**src/verilog/fcl_pkg.sv**
```systemverilog
// Package for the flash configuration, latency and layout-lock block.
// Assumes a 32-bit classic Wishbone register bus and a single-line link.
package fcl_pkg;

  // Register byte offsets.
  localparam logic [4:0] FCL_OFS_LAYOUT = 5'h00;
  localparam logic [4:0] FCL_OFS_LAT_NV = 5'h04;
  localparam logic [4:0] FCL_OFS_LAT_V = 5'h08;
  localparam logic [4:0] FCL_OFS_STATUS = 5'h0C;
  localparam logic [4:0] FCL_OFS_LONG_OPC = 5'h10;

  // Field positions of the layout and lock register.
  localparam int FCL_B_TEMP_LOCK = 0;
  localparam int FCL_B_TOP_SEL = 2;
  localparam int FCL_B_PERM_LOCK = 4;
  localparam int FCL_B_PROT_TOP = 5;
  localparam int FCL_B_SPLIT = 6;
  localparam int FCL_B_BP_LO = 8;
  localparam int FCL_BP_W = 3;

  // Field positions of the latency and address register.
  localparam int FCL_B_ADDR_LEN = 7;
  localparam int FCL_LAT_W = 4;

  // Field positions of the status register.
  localparam int FCL_B_ST_LAYOUT = 0;
  localparam int FCL_B_ST_ADDR4 = 2;
  localparam int FCL_B_ST_DUMMY = 8;

  // Reset values.
  localparam logic [7:0] FCL_LAT_RESET = 8'h08;
  localparam logic [7:0] FCL_LONG_OPC_RESET = 8'h00;

  // Sector layout codes.
  localparam logic [1:0] FCL_LAYOUT_BOTTOM = 2'h0;
  localparam logic [1:0] FCL_LAYOUT_TOP = 2'h1;
  localparam logic [1:0] FCL_LAYOUT_SPLIT = 2'h2;

  // Link framing.
  localparam logic [5:0] FCL_OPC_BITS = 6'h08;
  localparam logic [5:0] FCL_ADDR3_BITS = 6'h18;
  localparam logic [5:0] FCL_ADDR4_BITS = 6'h20;

  // Long dummy count per latency code; the short count equals the code.
  localparam logic [15:0][4:0] FCL_LONG_LAT = {
    5'h1C, 5'h1B, 5'h1A, 5'h19, 5'h18, 5'h17, 5'h16, 5'h14,
    5'h12, 5'h10, 5'h0E, 5'h0C, 5'h0A, 5'h08, 5'h06, 5'h05};

  typedef enum logic [2:0] {
    FCL_IDLE,
    FCL_OPC,
    FCL_ADDR,
    FCL_DUMMY,
    FCL_DATA
  } fcl_link_st_t;

endpackage

```
**src/verilog/fcl_sync.sv**
```systemverilog
// Two-flop synchroniser for a group of independent level inputs.
// Assumes each bit is a slow level or a clock far below sys_clk.
`timescale 1ns/1ps
`default_nettype none
module fcl_sync #(
  parameter int WIDTH = 1
) (
  // Clock and reset
  input wire logic sys_clk,
  input wire logic rst,
  // Levels
  input wire logic [WIDTH-1:0] async_in,
  output logic [WIDTH-1:0] sync_out
);

  logic [WIDTH-1:0] meta_reg;

  // The first stage feeds only the second stage.
  always_ff @(posedge sys_clk or posedge rst) begin
    if (rst) begin
      meta_reg <= '0;
      sync_out <= '0;
    end else begin
      meta_reg <= async_in;
      sync_out <= meta_reg;
    end
  end

endmodule
`default_nettype wire

```
**src/verilog/fcl_lat_dec.sv**
```systemverilog
// Dummy-cycle decoder from the four-bit latency code.
// Assumes the caller says whether the opcode takes the long count.
`timescale 1ns/1ps
`default_nettype none
module fcl_lat_dec (
  // Selection
  input wire logic [fcl_pkg::FCL_LAT_W-1:0] code,
  input wire logic long_sel,
  // Result
  output logic [4:0] dummy
);

  always_comb begin
    if (long_sel) begin
      dummy = fcl_pkg::FCL_LONG_LAT[code];
    end else begin
      dummy = {1'b0, code};
    end
  end

endmodule
`default_nettype wire

```
**src/verilog/fcl_top.sv**
```systemverilog
// Configuration block: sector layout, layout locks, latency and address.
// Assumes a classic Wishbone master on sys_clk and a slow link clock.
//
// Added by the designer: the Wishbone register port and the address map.
`timescale 1ns/1ps
`default_nettype none
module fcl_top #(
  parameter int ADR_W = 5
) (
  // Clock and reset
  input wire logic sys_clk,
  input wire logic rst,
  // Wishbone slave
  input wire logic wb_cyc_i,
  input wire logic wb_stb_i,
  input wire logic wb_we_i,
  input wire logic [ADR_W-1:0] wb_adr_i,
  input wire logic [3:0] wb_sel_i,
  input wire logic [31:0] wb_dat_i,
  output logic [31:0] wb_dat_o,
  output logic wb_ack_o,
  // Serial link
  input wire logic link_sck,
  input wire logic link_cs_n,
  input wire logic link_si,
  // Status
  output logic [1:0] sector_layout,
  output logic addr_len_sel,
  output logic layout_locked,
  output logic data_phase
);

  // Widths of the decoded address and of the register fields.
  localparam int ADR_DEC_W = 5;
  localparam int REG_W = 8;
  localparam int DUMMY_W = 5;
  localparam int LAYOUT_W = 2;

  // The five decoded address bits must exist on the bus.
  if (ADR_W < ADR_DEC_W) begin : g_adr_check
    $error("fcl_top: ADR_W must be at least 5");
  end

  typedef struct packed {
    // Register bus answer.
    logic ack;
    logic [31:0] rdata;
    // Layout and lock bits.
    logic temporary_layout_lock;
    logic permanent_layout_lock;
    logic param_sector_top_sel;
    logic param_sector_split;
    logic protect_from_top;
    logic [fcl_pkg::FCL_BP_W-1:0] block_protect_field;
    logic lock_any;
    // Latency and address configuration.
    logic [REG_W-1:0] lat_nv;
    logic [REG_W-1:0] lat_v;
    logic lat_load;
    logic [REG_W-1:0] long_opc;
    // Link framing and the registered sector layout.
    logic sck_d;
    fcl_pkg::fcl_link_st_t st;
    logic [5:0] cnt;
    logic [7:0] shift;
    logic [DUMMY_W-1:0] dummy;
    logic [DUMMY_W-1:0] last_dummy;
    logic data_phase;
    logic [LAYOUT_W-1:0] layout;
  } fcl_state_t;

  fcl_state_t q_reg;
  fcl_state_t q_next;
  logic [2:0] link_sync;
  logic sck_s;
  logic cs_n_s;
  logic si_s;
  logic long_sel;
  logic [4:0] lat_dummy;
  logic [7:0] opc_now;

  fcl_sync #(
    .WIDTH(3)
  ) u_sync (
    .sys_clk(sys_clk),
    .rst(rst),
    // Chip select goes in inverted, so that the reset value of the
    // synchroniser reads as deselected and no false frame follows reset.
    .async_in({link_sck, ~link_cs_n, link_si}),
    .sync_out(link_sync)
  );

  assign sck_s = link_sync[2];
  assign cs_n_s = !link_sync[1];
  assign si_s = link_sync[0];
  assign opc_now = {q_reg.shift[6:0], si_s};
  assign long_sel = (opc_now == q_reg.long_opc);

  fcl_lat_dec u_lat (
    .code(q_reg.lat_v[fcl_pkg::FCL_LAT_W-1:0]),
    .long_sel(long_sel),
    .dummy(lat_dummy)
  );

  always_comb begin
    logic req;
    logic wr;
    logic locked;
    logic sck_rise;
    logic [ADR_DEC_W-1:0] adr;
    logic [5:0] addr_bits;
    q_next = q_reg;
    // Ack masks the request, so a held strobe is not answered twice in a row.
    req = wb_cyc_i && wb_stb_i && !q_reg.ack;
    wr = req && wb_we_i;
    adr = wb_adr_i[ADR_DEC_W-1:0];
    locked = q_reg.permanent_layout_lock || q_reg.temporary_layout_lock;
    sck_rise = sck_s && !q_reg.sck_d;
    addr_bits = q_reg.lat_v[fcl_pkg::FCL_B_ADDR_LEN] ?
      fcl_pkg::FCL_ADDR4_BITS : fcl_pkg::FCL_ADDR3_BITS;

    // One-cycle answer; ack falls in the cycle after it rose.
    q_next.ack = req;
    q_next.rdata = '0;

    // The copy runs one cycle after reset, since the async reset only
    // loads constants.
    if (q_reg.lat_load) begin
      q_next.lat_v = q_reg.lat_nv;
      q_next.lat_load = 1'b0;
    end

    if (wr && adr == fcl_pkg::FCL_OFS_LAYOUT) begin
      if (wb_sel_i[0]) begin
        // The lock that stands before the write decides, so a write that
        // sets a lock may still move the layout once.
        if (!locked) begin
          q_next.param_sector_top_sel = wb_dat_i[fcl_pkg::FCL_B_TOP_SEL];
          q_next.param_sector_split = wb_dat_i[fcl_pkg::FCL_B_SPLIT];
          q_next.protect_from_top = wb_dat_i[fcl_pkg::FCL_B_PROT_TOP];
        end
        if (wb_dat_i[fcl_pkg::FCL_B_PERM_LOCK]) begin
          q_next.permanent_layout_lock = 1'b1;
        end
        if (wb_dat_i[fcl_pkg::FCL_B_TEMP_LOCK]) begin
          q_next.temporary_layout_lock = 1'b1;
        end
      end
      if (wb_sel_i[1] && !locked) begin
        q_next.block_protect_field = wb_dat_i[fcl_pkg::FCL_B_BP_LO +:
          fcl_pkg::FCL_BP_W];
      end
    end

    // Kept as a flop of its own so that the pin comes straight from it.
    q_next.lock_any = q_next.permanent_layout_lock ||
      q_next.temporary_layout_lock;
    if (wr && wb_sel_i[0]) begin
      // Reserved bits are stored as written; keeping them zero is the
      // host's duty.
      if (adr == fcl_pkg::FCL_OFS_LAT_NV) begin
        q_next.lat_nv = wb_dat_i[REG_W-1:0];
      end
      if (adr == fcl_pkg::FCL_OFS_LAT_V) begin
        q_next.lat_v = wb_dat_i[REG_W-1:0];
        q_next.lat_load = 1'b0;
      end
      if (adr == fcl_pkg::FCL_OFS_LONG_OPC) begin
        q_next.long_opc = wb_dat_i[REG_W-1:0];
      end
    end

    // Read data stands for the ack cycle only and is zero otherwise.
    if (req && !wb_we_i) begin
      case (adr)
        fcl_pkg::FCL_OFS_LAYOUT: begin
          q_next.rdata[fcl_pkg::FCL_B_TEMP_LOCK] =
            q_reg.temporary_layout_lock;
          q_next.rdata[fcl_pkg::FCL_B_TOP_SEL] = q_reg.param_sector_top_sel;
          q_next.rdata[fcl_pkg::FCL_B_PERM_LOCK] =
            q_reg.permanent_layout_lock;
          q_next.rdata[fcl_pkg::FCL_B_PROT_TOP] = q_reg.protect_from_top;
          q_next.rdata[fcl_pkg::FCL_B_SPLIT] = q_reg.param_sector_split;
          q_next.rdata[fcl_pkg::FCL_B_BP_LO +: fcl_pkg::FCL_BP_W] =
            q_reg.block_protect_field;
        end
        fcl_pkg::FCL_OFS_LAT_NV: begin
          q_next.rdata[REG_W-1:0] = q_reg.lat_nv;
        end
        fcl_pkg::FCL_OFS_LAT_V: begin
          q_next.rdata[REG_W-1:0] = q_reg.lat_v;
        end
        fcl_pkg::FCL_OFS_STATUS: begin
          q_next.rdata[fcl_pkg::FCL_B_ST_LAYOUT +: LAYOUT_W] = q_reg.layout;
          q_next.rdata[fcl_pkg::FCL_B_ST_ADDR4] =
            q_reg.lat_v[fcl_pkg::FCL_B_ADDR_LEN];
          q_next.rdata[fcl_pkg::FCL_B_ST_DUMMY +: DUMMY_W] = q_reg.last_dummy;
        end
        fcl_pkg::FCL_OFS_LONG_OPC: begin
          q_next.rdata[REG_W-1:0] = q_reg.long_opc;
        end
        default: begin
          q_next.rdata = '0;
        end
      endcase
    end

    // Sector layout decode.
    // Registered, so the layout pins trail the configuration bits by a cycle.
    if (q_reg.param_sector_split) begin
      q_next.layout = fcl_pkg::FCL_LAYOUT_SPLIT;
    end else if (q_reg.param_sector_top_sel) begin
      q_next.layout = fcl_pkg::FCL_LAYOUT_TOP;
    end else begin
      q_next.layout = fcl_pkg::FCL_LAYOUT_BOTTOM;
    end

    // Link framing: opcode, address bytes, dummy cycles, then data.
    q_next.sck_d = sck_s;
    if (cs_n_s) begin
      q_next.st = fcl_pkg::FCL_OPC;
      q_next.cnt = '0;
      q_next.data_phase = 1'b0;
    end else if (sck_rise) begin
      q_next.cnt = q_reg.cnt + 6'h01;
      case (q_reg.st)
        fcl_pkg::FCL_OPC: begin
          q_next.shift = opc_now;
          if (q_reg.cnt + 6'h01 == fcl_pkg::FCL_OPC_BITS) begin
            // The count is latched here and reported in status.
            q_next.dummy = lat_dummy;
            q_next.last_dummy = lat_dummy;
            q_next.st = fcl_pkg::FCL_ADDR;
            q_next.cnt = '0;
          end
        end
        fcl_pkg::FCL_ADDR: begin
          if (q_reg.cnt + 6'h01 == addr_bits) begin
            q_next.cnt = '0;
            if (q_reg.dummy == 5'h00) begin
              q_next.st = fcl_pkg::FCL_DATA;
              q_next.data_phase = 1'b1;
            end else begin
              q_next.st = fcl_pkg::FCL_DUMMY;
            end
          end
        end
        fcl_pkg::FCL_DUMMY: begin
          if (q_reg.cnt + 6'h01 == {1'b0, q_reg.dummy}) begin
            q_next.st = fcl_pkg::FCL_DATA;
            q_next.data_phase = 1'b1;
          end
        end
        fcl_pkg::FCL_DATA: begin
          q_next.cnt = '0;
        end
        fcl_pkg::FCL_IDLE: begin
          q_next.st = fcl_pkg::FCL_OPC;
          q_next.cnt = '0;
        end
        default: begin
          q_next.st = fcl_pkg::FCL_OPC;
          q_next.cnt = '0;
        end
      endcase
    end
  end

  always_ff @(posedge sys_clk or posedge rst) begin
    if (rst) begin
      q_reg <= '0;
      q_reg.lat_nv <= fcl_pkg::FCL_LAT_RESET;
      q_reg.lat_v <= fcl_pkg::FCL_LAT_RESET;
      q_reg.lat_load <= 1'b1;
      q_reg.long_opc <= fcl_pkg::FCL_LONG_OPC_RESET;
      q_reg.st <= fcl_pkg::FCL_IDLE;
      q_reg.layout <= fcl_pkg::FCL_LAYOUT_BOTTOM;
    end else begin
      q_reg <= q_next;
    end
  end

  assign wb_ack_o = q_reg.ack;
  assign wb_dat_o = q_reg.rdata;
  assign sector_layout = q_reg.layout;
  assign addr_len_sel = q_reg.lat_v[fcl_pkg::FCL_B_ADDR_LEN];
  assign layout_locked = q_reg.lock_any;
  assign data_phase = q_reg.data_phase;

endmodule
`default_nettype wire

```
**config.mk**
```make
export PLATFORM = sky130hd
export DESIGN_NAME = fcl_top
export DESIGN_NICKNAME = d
export VERILOG_FILES = /design/src/verilog/fcl_pkg.sv /design/src/verilog/fcl_sync.sv /design/src/verilog/fcl_lat_dec.sv /design/src/verilog/fcl_top.sv
export SDC_FILE = /design/constraint.sdc
export NUM_CORES = 1
export LEC_CHECK = 0
export ABC_AREA = 1
export BUFFER_PORTS_ARGS = -buffer_cell sky130_fd_sc_hd__buf_2
export CAP_MARGIN = 10
export CORE_MARGIN = 2
export CORE_UTILIZATION = 59
export CTS_BUF_LIST = sky130_fd_sc_hd__clkbuf_16
export DETAILED_ROUTE_END_ITERATION = 16
export GPL_TIMING_DRIVEN = 0
export PLACE_DENSITY = 0.82
export SLEW_MARGIN = 20
export SYNTH_ARGS = -nofsm -noshare
export SYNTH_HDL_FRONTEND = slang
export SYNTH_SLANG_ARGS = --single-unit
```
**constraint.sdc**
```tcl
create_clock -name sys_clk -period 3.8 [get_ports sys_clk]
set_input_delay 0.19 -clock sys_clk [delete_from_list [all_inputs] [get_ports sys_clk]]
set_output_delay 0.19 -clock sys_clk [all_outputs]
set_load 0.1 [all_outputs]
```
==> results_tabular.tex <==
\begin{tabular}{lr}
\hline
Metric & Value \\
\hline
\multicolumn{2}{l}{\textbf{Outcome}} \\
Run status & completed \\
\multicolumn{2}{l}{\textbf{Logic synthesis}} \\
Leading cell types by count after synthesis & sky130\_fd\_sc\_hd\_\_nand2\_1 (119), sky130\_fd\_sc\_hd\_\_dfrtp\_1 (76), sky130\_fd\_sc\_hd\_\_inv\_1 (58) \\
Number of flops mapped to enable cells by yosys & 0 \\
Area of the mapped netlist & 4204 um\^{}2 \\
Dominant register cell in the synthesized netlist & sky130\_fd\_sc\_hd\_\_dfrtp\_1 \\
Area contributors post-synth & sky130\_fd\_sc\_hd\_\_dfrtp\_1 (45\%), sky130\_fd\_sc\_hd\_\_nand2\_1 (11\%), sky130\_fd\_sc\_hd\_\_buf\_4 (6.1\%) \\
Cell accounting for the most synthesized area & sky130\_fd\_sc\_hd\_\_dfrtp\_1 \\
Most numerous cell in the Yosys netlist & sky130\_fd\_sc\_hd\_\_nand2\_1 \\
Sequential area share after synthesis & 47.11\% \\
Distinct cell type count after synthesis & 45 \\
Fraction of synthesis flops using an asynchronous set or reset pin & 100.0\% \\
Synthesized area divided by synthesized cell count & 8.425 um\^{}2 \\
Number of warnings printed during yosys synthesis & 0 \\
Number of storage elements in the synthesis netlist & 79 \\
Area share of the largest cell type after synthesis & 45.24\% \\
Post-Synthesis Cells & 499 \\
\multicolumn{2}{l}{\textbf{Timing}} \\
Final sum of negative setup slack & 0 ps \\
Worst slew margin & 45.30\% \\
Final Hold Fails & 0 \\
Post-layout min period & 1857 ps \\
Max-slew violation count & 0 \\
Max Freq & 0.5384 GHz \\
RSZ-0062 raised after global routing & false \\
Layout Skew & 7.857 ps \\
Post-route clock period utilization & 48.87\% \\
Worst Max-Slew Pin Slew & 813.0 ps \\
Endpoints failing setup & 0 \\
Setup slack after layout & 1943 ps \\
\multicolumn{2}{l}{\textbf{Setup path}} \\
Arr. time, crit path & 2090 ps \\
Class of the most critical setup path & reg2reg \\
Required @ worst endpoint & 4030 ps \\
Type of element launching the critical path & register \\
Type of destination of the critical path & register \\
Largest fanout on the critical path & 5 \\
\multicolumn{2}{l}{\textbf{Final layout}} \\
Post-route design area & 5007 um\^{}2 \\
Layout Area Growth over Synthesis & 19.11\% \\
Max FFs per register & 47 \\
Share of final-layout standard cells stronger than drive strength 1 & 24.19\% \\
Nets@finish & 635 \\
Final instance count without filler cells & 679 \\
Finished Core Util & 73.30\% \\
Number of diodes & 0 \\
\multicolumn{2}{l}{\textbf{GRT}} \\
Global-route wire length before repair & 15610 um \\
Global-route usage over all layers & 26.18\% \\
Number of global-route vias before repair & 3402 \\
Largest net degree at the start of global routing & 44 \\
Number of antenna violations at the first check in global routing & 0 \\
Overflow left after global routing & 0 \\
\multicolumn{2}{l}{\textbf{Placement}} \\
Port bufs & 44 \\
Post-detailed-placement half-perimeter wirelength & 6650 um \\
Post-placement cell count & 659 \\
Cell area after placement & 4638 um\^{}2 \\
Worst slack, placed & 1943 ps \\
Placer Congestion & 0.8778 \\
\multicolumn{2}{l}{\textbf{Drt}} \\
TritonRoute pass-1 iters & 5 \\
Vias after detailed routing & 3522 \\
Via/cell ratio & 5.187 \\
Initial drt markers & 203 \\
Post-route DRC violation count & 0 \\
Wire length per cell & 13.61 um \\
Final wirelength & 9240 um \\
Final antenna-violating net count & 0 \\
\multicolumn{2}{l}{\textbf{Power}} \\
Comb power frac & 15.7\% \\
Clk pwr share & 41.9\% \\
Total internal power & 0.001603 W \\
Maximum VDD drop & 0.3769 mV \\
Net switching power of the design & 0.0006594 W \\
Static leakage & 2.562 nW \\
Pwr/cell area & 451.8 nW/um\^{}2 \\
Sequential power share & 42.3\% \\
Switching part of the total & 29.14\% \\
\multicolumn{2}{l}{\textbf{Clocking}} \\
Count of buffers added by post-CTS timing repair for setup & 0 \\
Number of levels the H-tree was split into & 3 \\
Post-CTS clock slew at the launch and capture registers of the worst setup and hold paths & 60 ps \\
Buffer cell driving the clock tree root & sky130\_fd\_sc\_hd\_\_clkbuf\_16 \\
Hold\_buf cts & 4 \\
TritonCTS clock tree & done \\
Largest buffer count on any clock path & 2 \\
Number of buffers created by CTS & 9 \\
Sink Count & 79 \\
Resized Gates After CTS & 0 \\
Clock latency of the later-clocked register in the worst-skew pair & 340 ps \\
\multicolumn{2}{l}{\textbf{Floorplanning}} \\
Cell Rows & 30 \\
DIE WIDTH & 88.41 um \\
Initial core utilization & 61.54\% \\
Full die area & 7816 um\^{}2 \\
Core region area & 6832 um\^{}2 \\
Die extent in y & 88.41 um \\
Count of boundary I/O pins & 87 \\
\multicolumn{2}{l}{\textbf{Flow run}} \\
MaxCap Viol Count & 0 \\
\multicolumn{2}{l}{\textbf{Hold path}} \\
Worst hold path class & in2reg \\
\hline
\end{tabular}
## cells in the final DEF, fill, tap and decap left out, types with 5 or more instances in the layout
cell type / n
sky130_fd_sc_hd__nand2_1: 119
sky130_fd_sc_hd__nand2_2: 7
sky130_fd_sc_hd__nand3_1: 22
sky130_fd_sc_hd__nand4_1: 7
sky130_fd_sc_hd__dfrtp_1: 76
sky130_fd_sc_hd__nor2_2: 7
sky130_fd_sc_hd__clkbuf_16: 9
sky130_fd_sc_hd__conb_1: 20
sky130_fd_sc_hd__buf_4: 34
sky130_fd_sc_hd__nor3_1: 9
sky130_fd_sc_hd__xnor2_1: 6
sky130_fd_sc_hd__a21oi_1: 17
sky130_fd_sc_hd__buf_2: 48
sky130_fd_sc_hd__nor2_1: 19
sky130_fd_sc_hd__ha_1: 8
sky130_fd_sc_hd__nand3_2: 5
sky130_fd_sc_hd__o21ai_0: 45
sky130_fd_sc_hd__o21ai_1: 6
sky130_fd_sc_hd__inv_1: 57
## stage by stage
stage	total power, W	hold WS [ps]
after floorplan	0.001251	221.4
final	0.002262	87.42
after detailed placement	0.001323	243.0
after global routing	0.002351	88.52
after CTS	0.002270	87.64
after global placement	0.001308	300.0
## worst paths after layout
path	startpoint	to	slack [ps]	depth (start not counted)
worst min register to register	u_sync.meta_reg[0]$_DFF_PP0_	u_sync.sync_out[0]$_DFF_PP0_	350	0
worst min-delay path	wb_dat_i[10]	q_reg[59]$_DFFE_PP0P_	90	2
worst max register to register	q_reg[21]$_DFFE_PP0P_	q_reg[27]$_DFFE_PP0P_	1940	13
worst max-delay path	q_reg[21]$_DFFE_PP0P_	q_reg[27]$_DFFE_PP0P_	1940	13
min in group asynchronous	rst	q_reg[37]$_DFFE_PP0P_	420	3
max in group asynchronous	rst	q_reg[26]$_DFFE_PP0P_	2800	4
## cells by family (layout without fill, tap and decap cells)
logic type / after synthesis / in the layout / synth area share (%)
simple gates: 206 / 206 / 23.16
buf+inv: 105 / 170 / 12.74
mux: 5 / 5 / 1.280
xor+xnor: 8 / 8 / 1.667
other cells: 1 / 20 / 0.08920
fa+ha+maj: 8 / 8 / 2.381
compound gates: 87 / 87 / 11.58
flops: 79 / 79 / 47.11
## final cells by class
type / instances / area (um^2)
Clock buffer: 9 / 225.2
Tap cell: 96 / 120.1
Sequential cell: 79 / 1981
Timing Repair Buffer: 49 / 280.3
Fill cell: 550 / 1824
Inverter: 65 / 247.7
Clock inverter: 7 / 103.9
Multi-Input combinational cell: 334 / 1759
Buffer: 40 / 290.3
## worst max-delay path: stages (launching register included)
cell	delay [ps]
sky130_fd_sc_hd__dfrtp_1	460
sky130_fd_sc_hd__ha_1	290
sky130_fd_sc_hd__nand2_2	120
sky130_fd_sc_hd__clkinv_2	90
sky130_fd_sc_hd__nand3_2	70
sky130_fd_sc_hd__nand2_2	60
sky130_fd_sc_hd__nor2_2	130
sky130_fd_sc_hd__nand2_4	90
sky130_fd_sc_hd__nand3_2	70
sky130_fd_sc_hd__nand2_2	60
sky130_fd_sc_hd__inv_1	60
sky130_fd_sc_hd__nand4_1	120
sky130_fd_sc_hd__nand2_1	90
sky130_fd_sc_hd__nand2_1	50
## per-layer routing
metal	track usage (%)	vias to the layer above	share of wire, %
met5	0	-	0
met4	9.366	0	2.0
met3	5.784	22	4.8
met2	45.25	114	52
met1	32.45	1655	41
li1	-	1731	-
## power by group through the flow
stage	sequential (W)	clock, W	combinational, W
4_1_cts	0.000957	0.000956	0.000357
3_5_place_dp	0.000972	0	0.000351
2_1_floorplan	0.000974	0	0.000278
5_1_grt	0.000966	0.000991	0.000394
3_3_place_gp	0.000970	0	0.000338
6_report	0.000958	0.000948	0.000356
No activity file was read; power rests on OpenSTA's default activity.
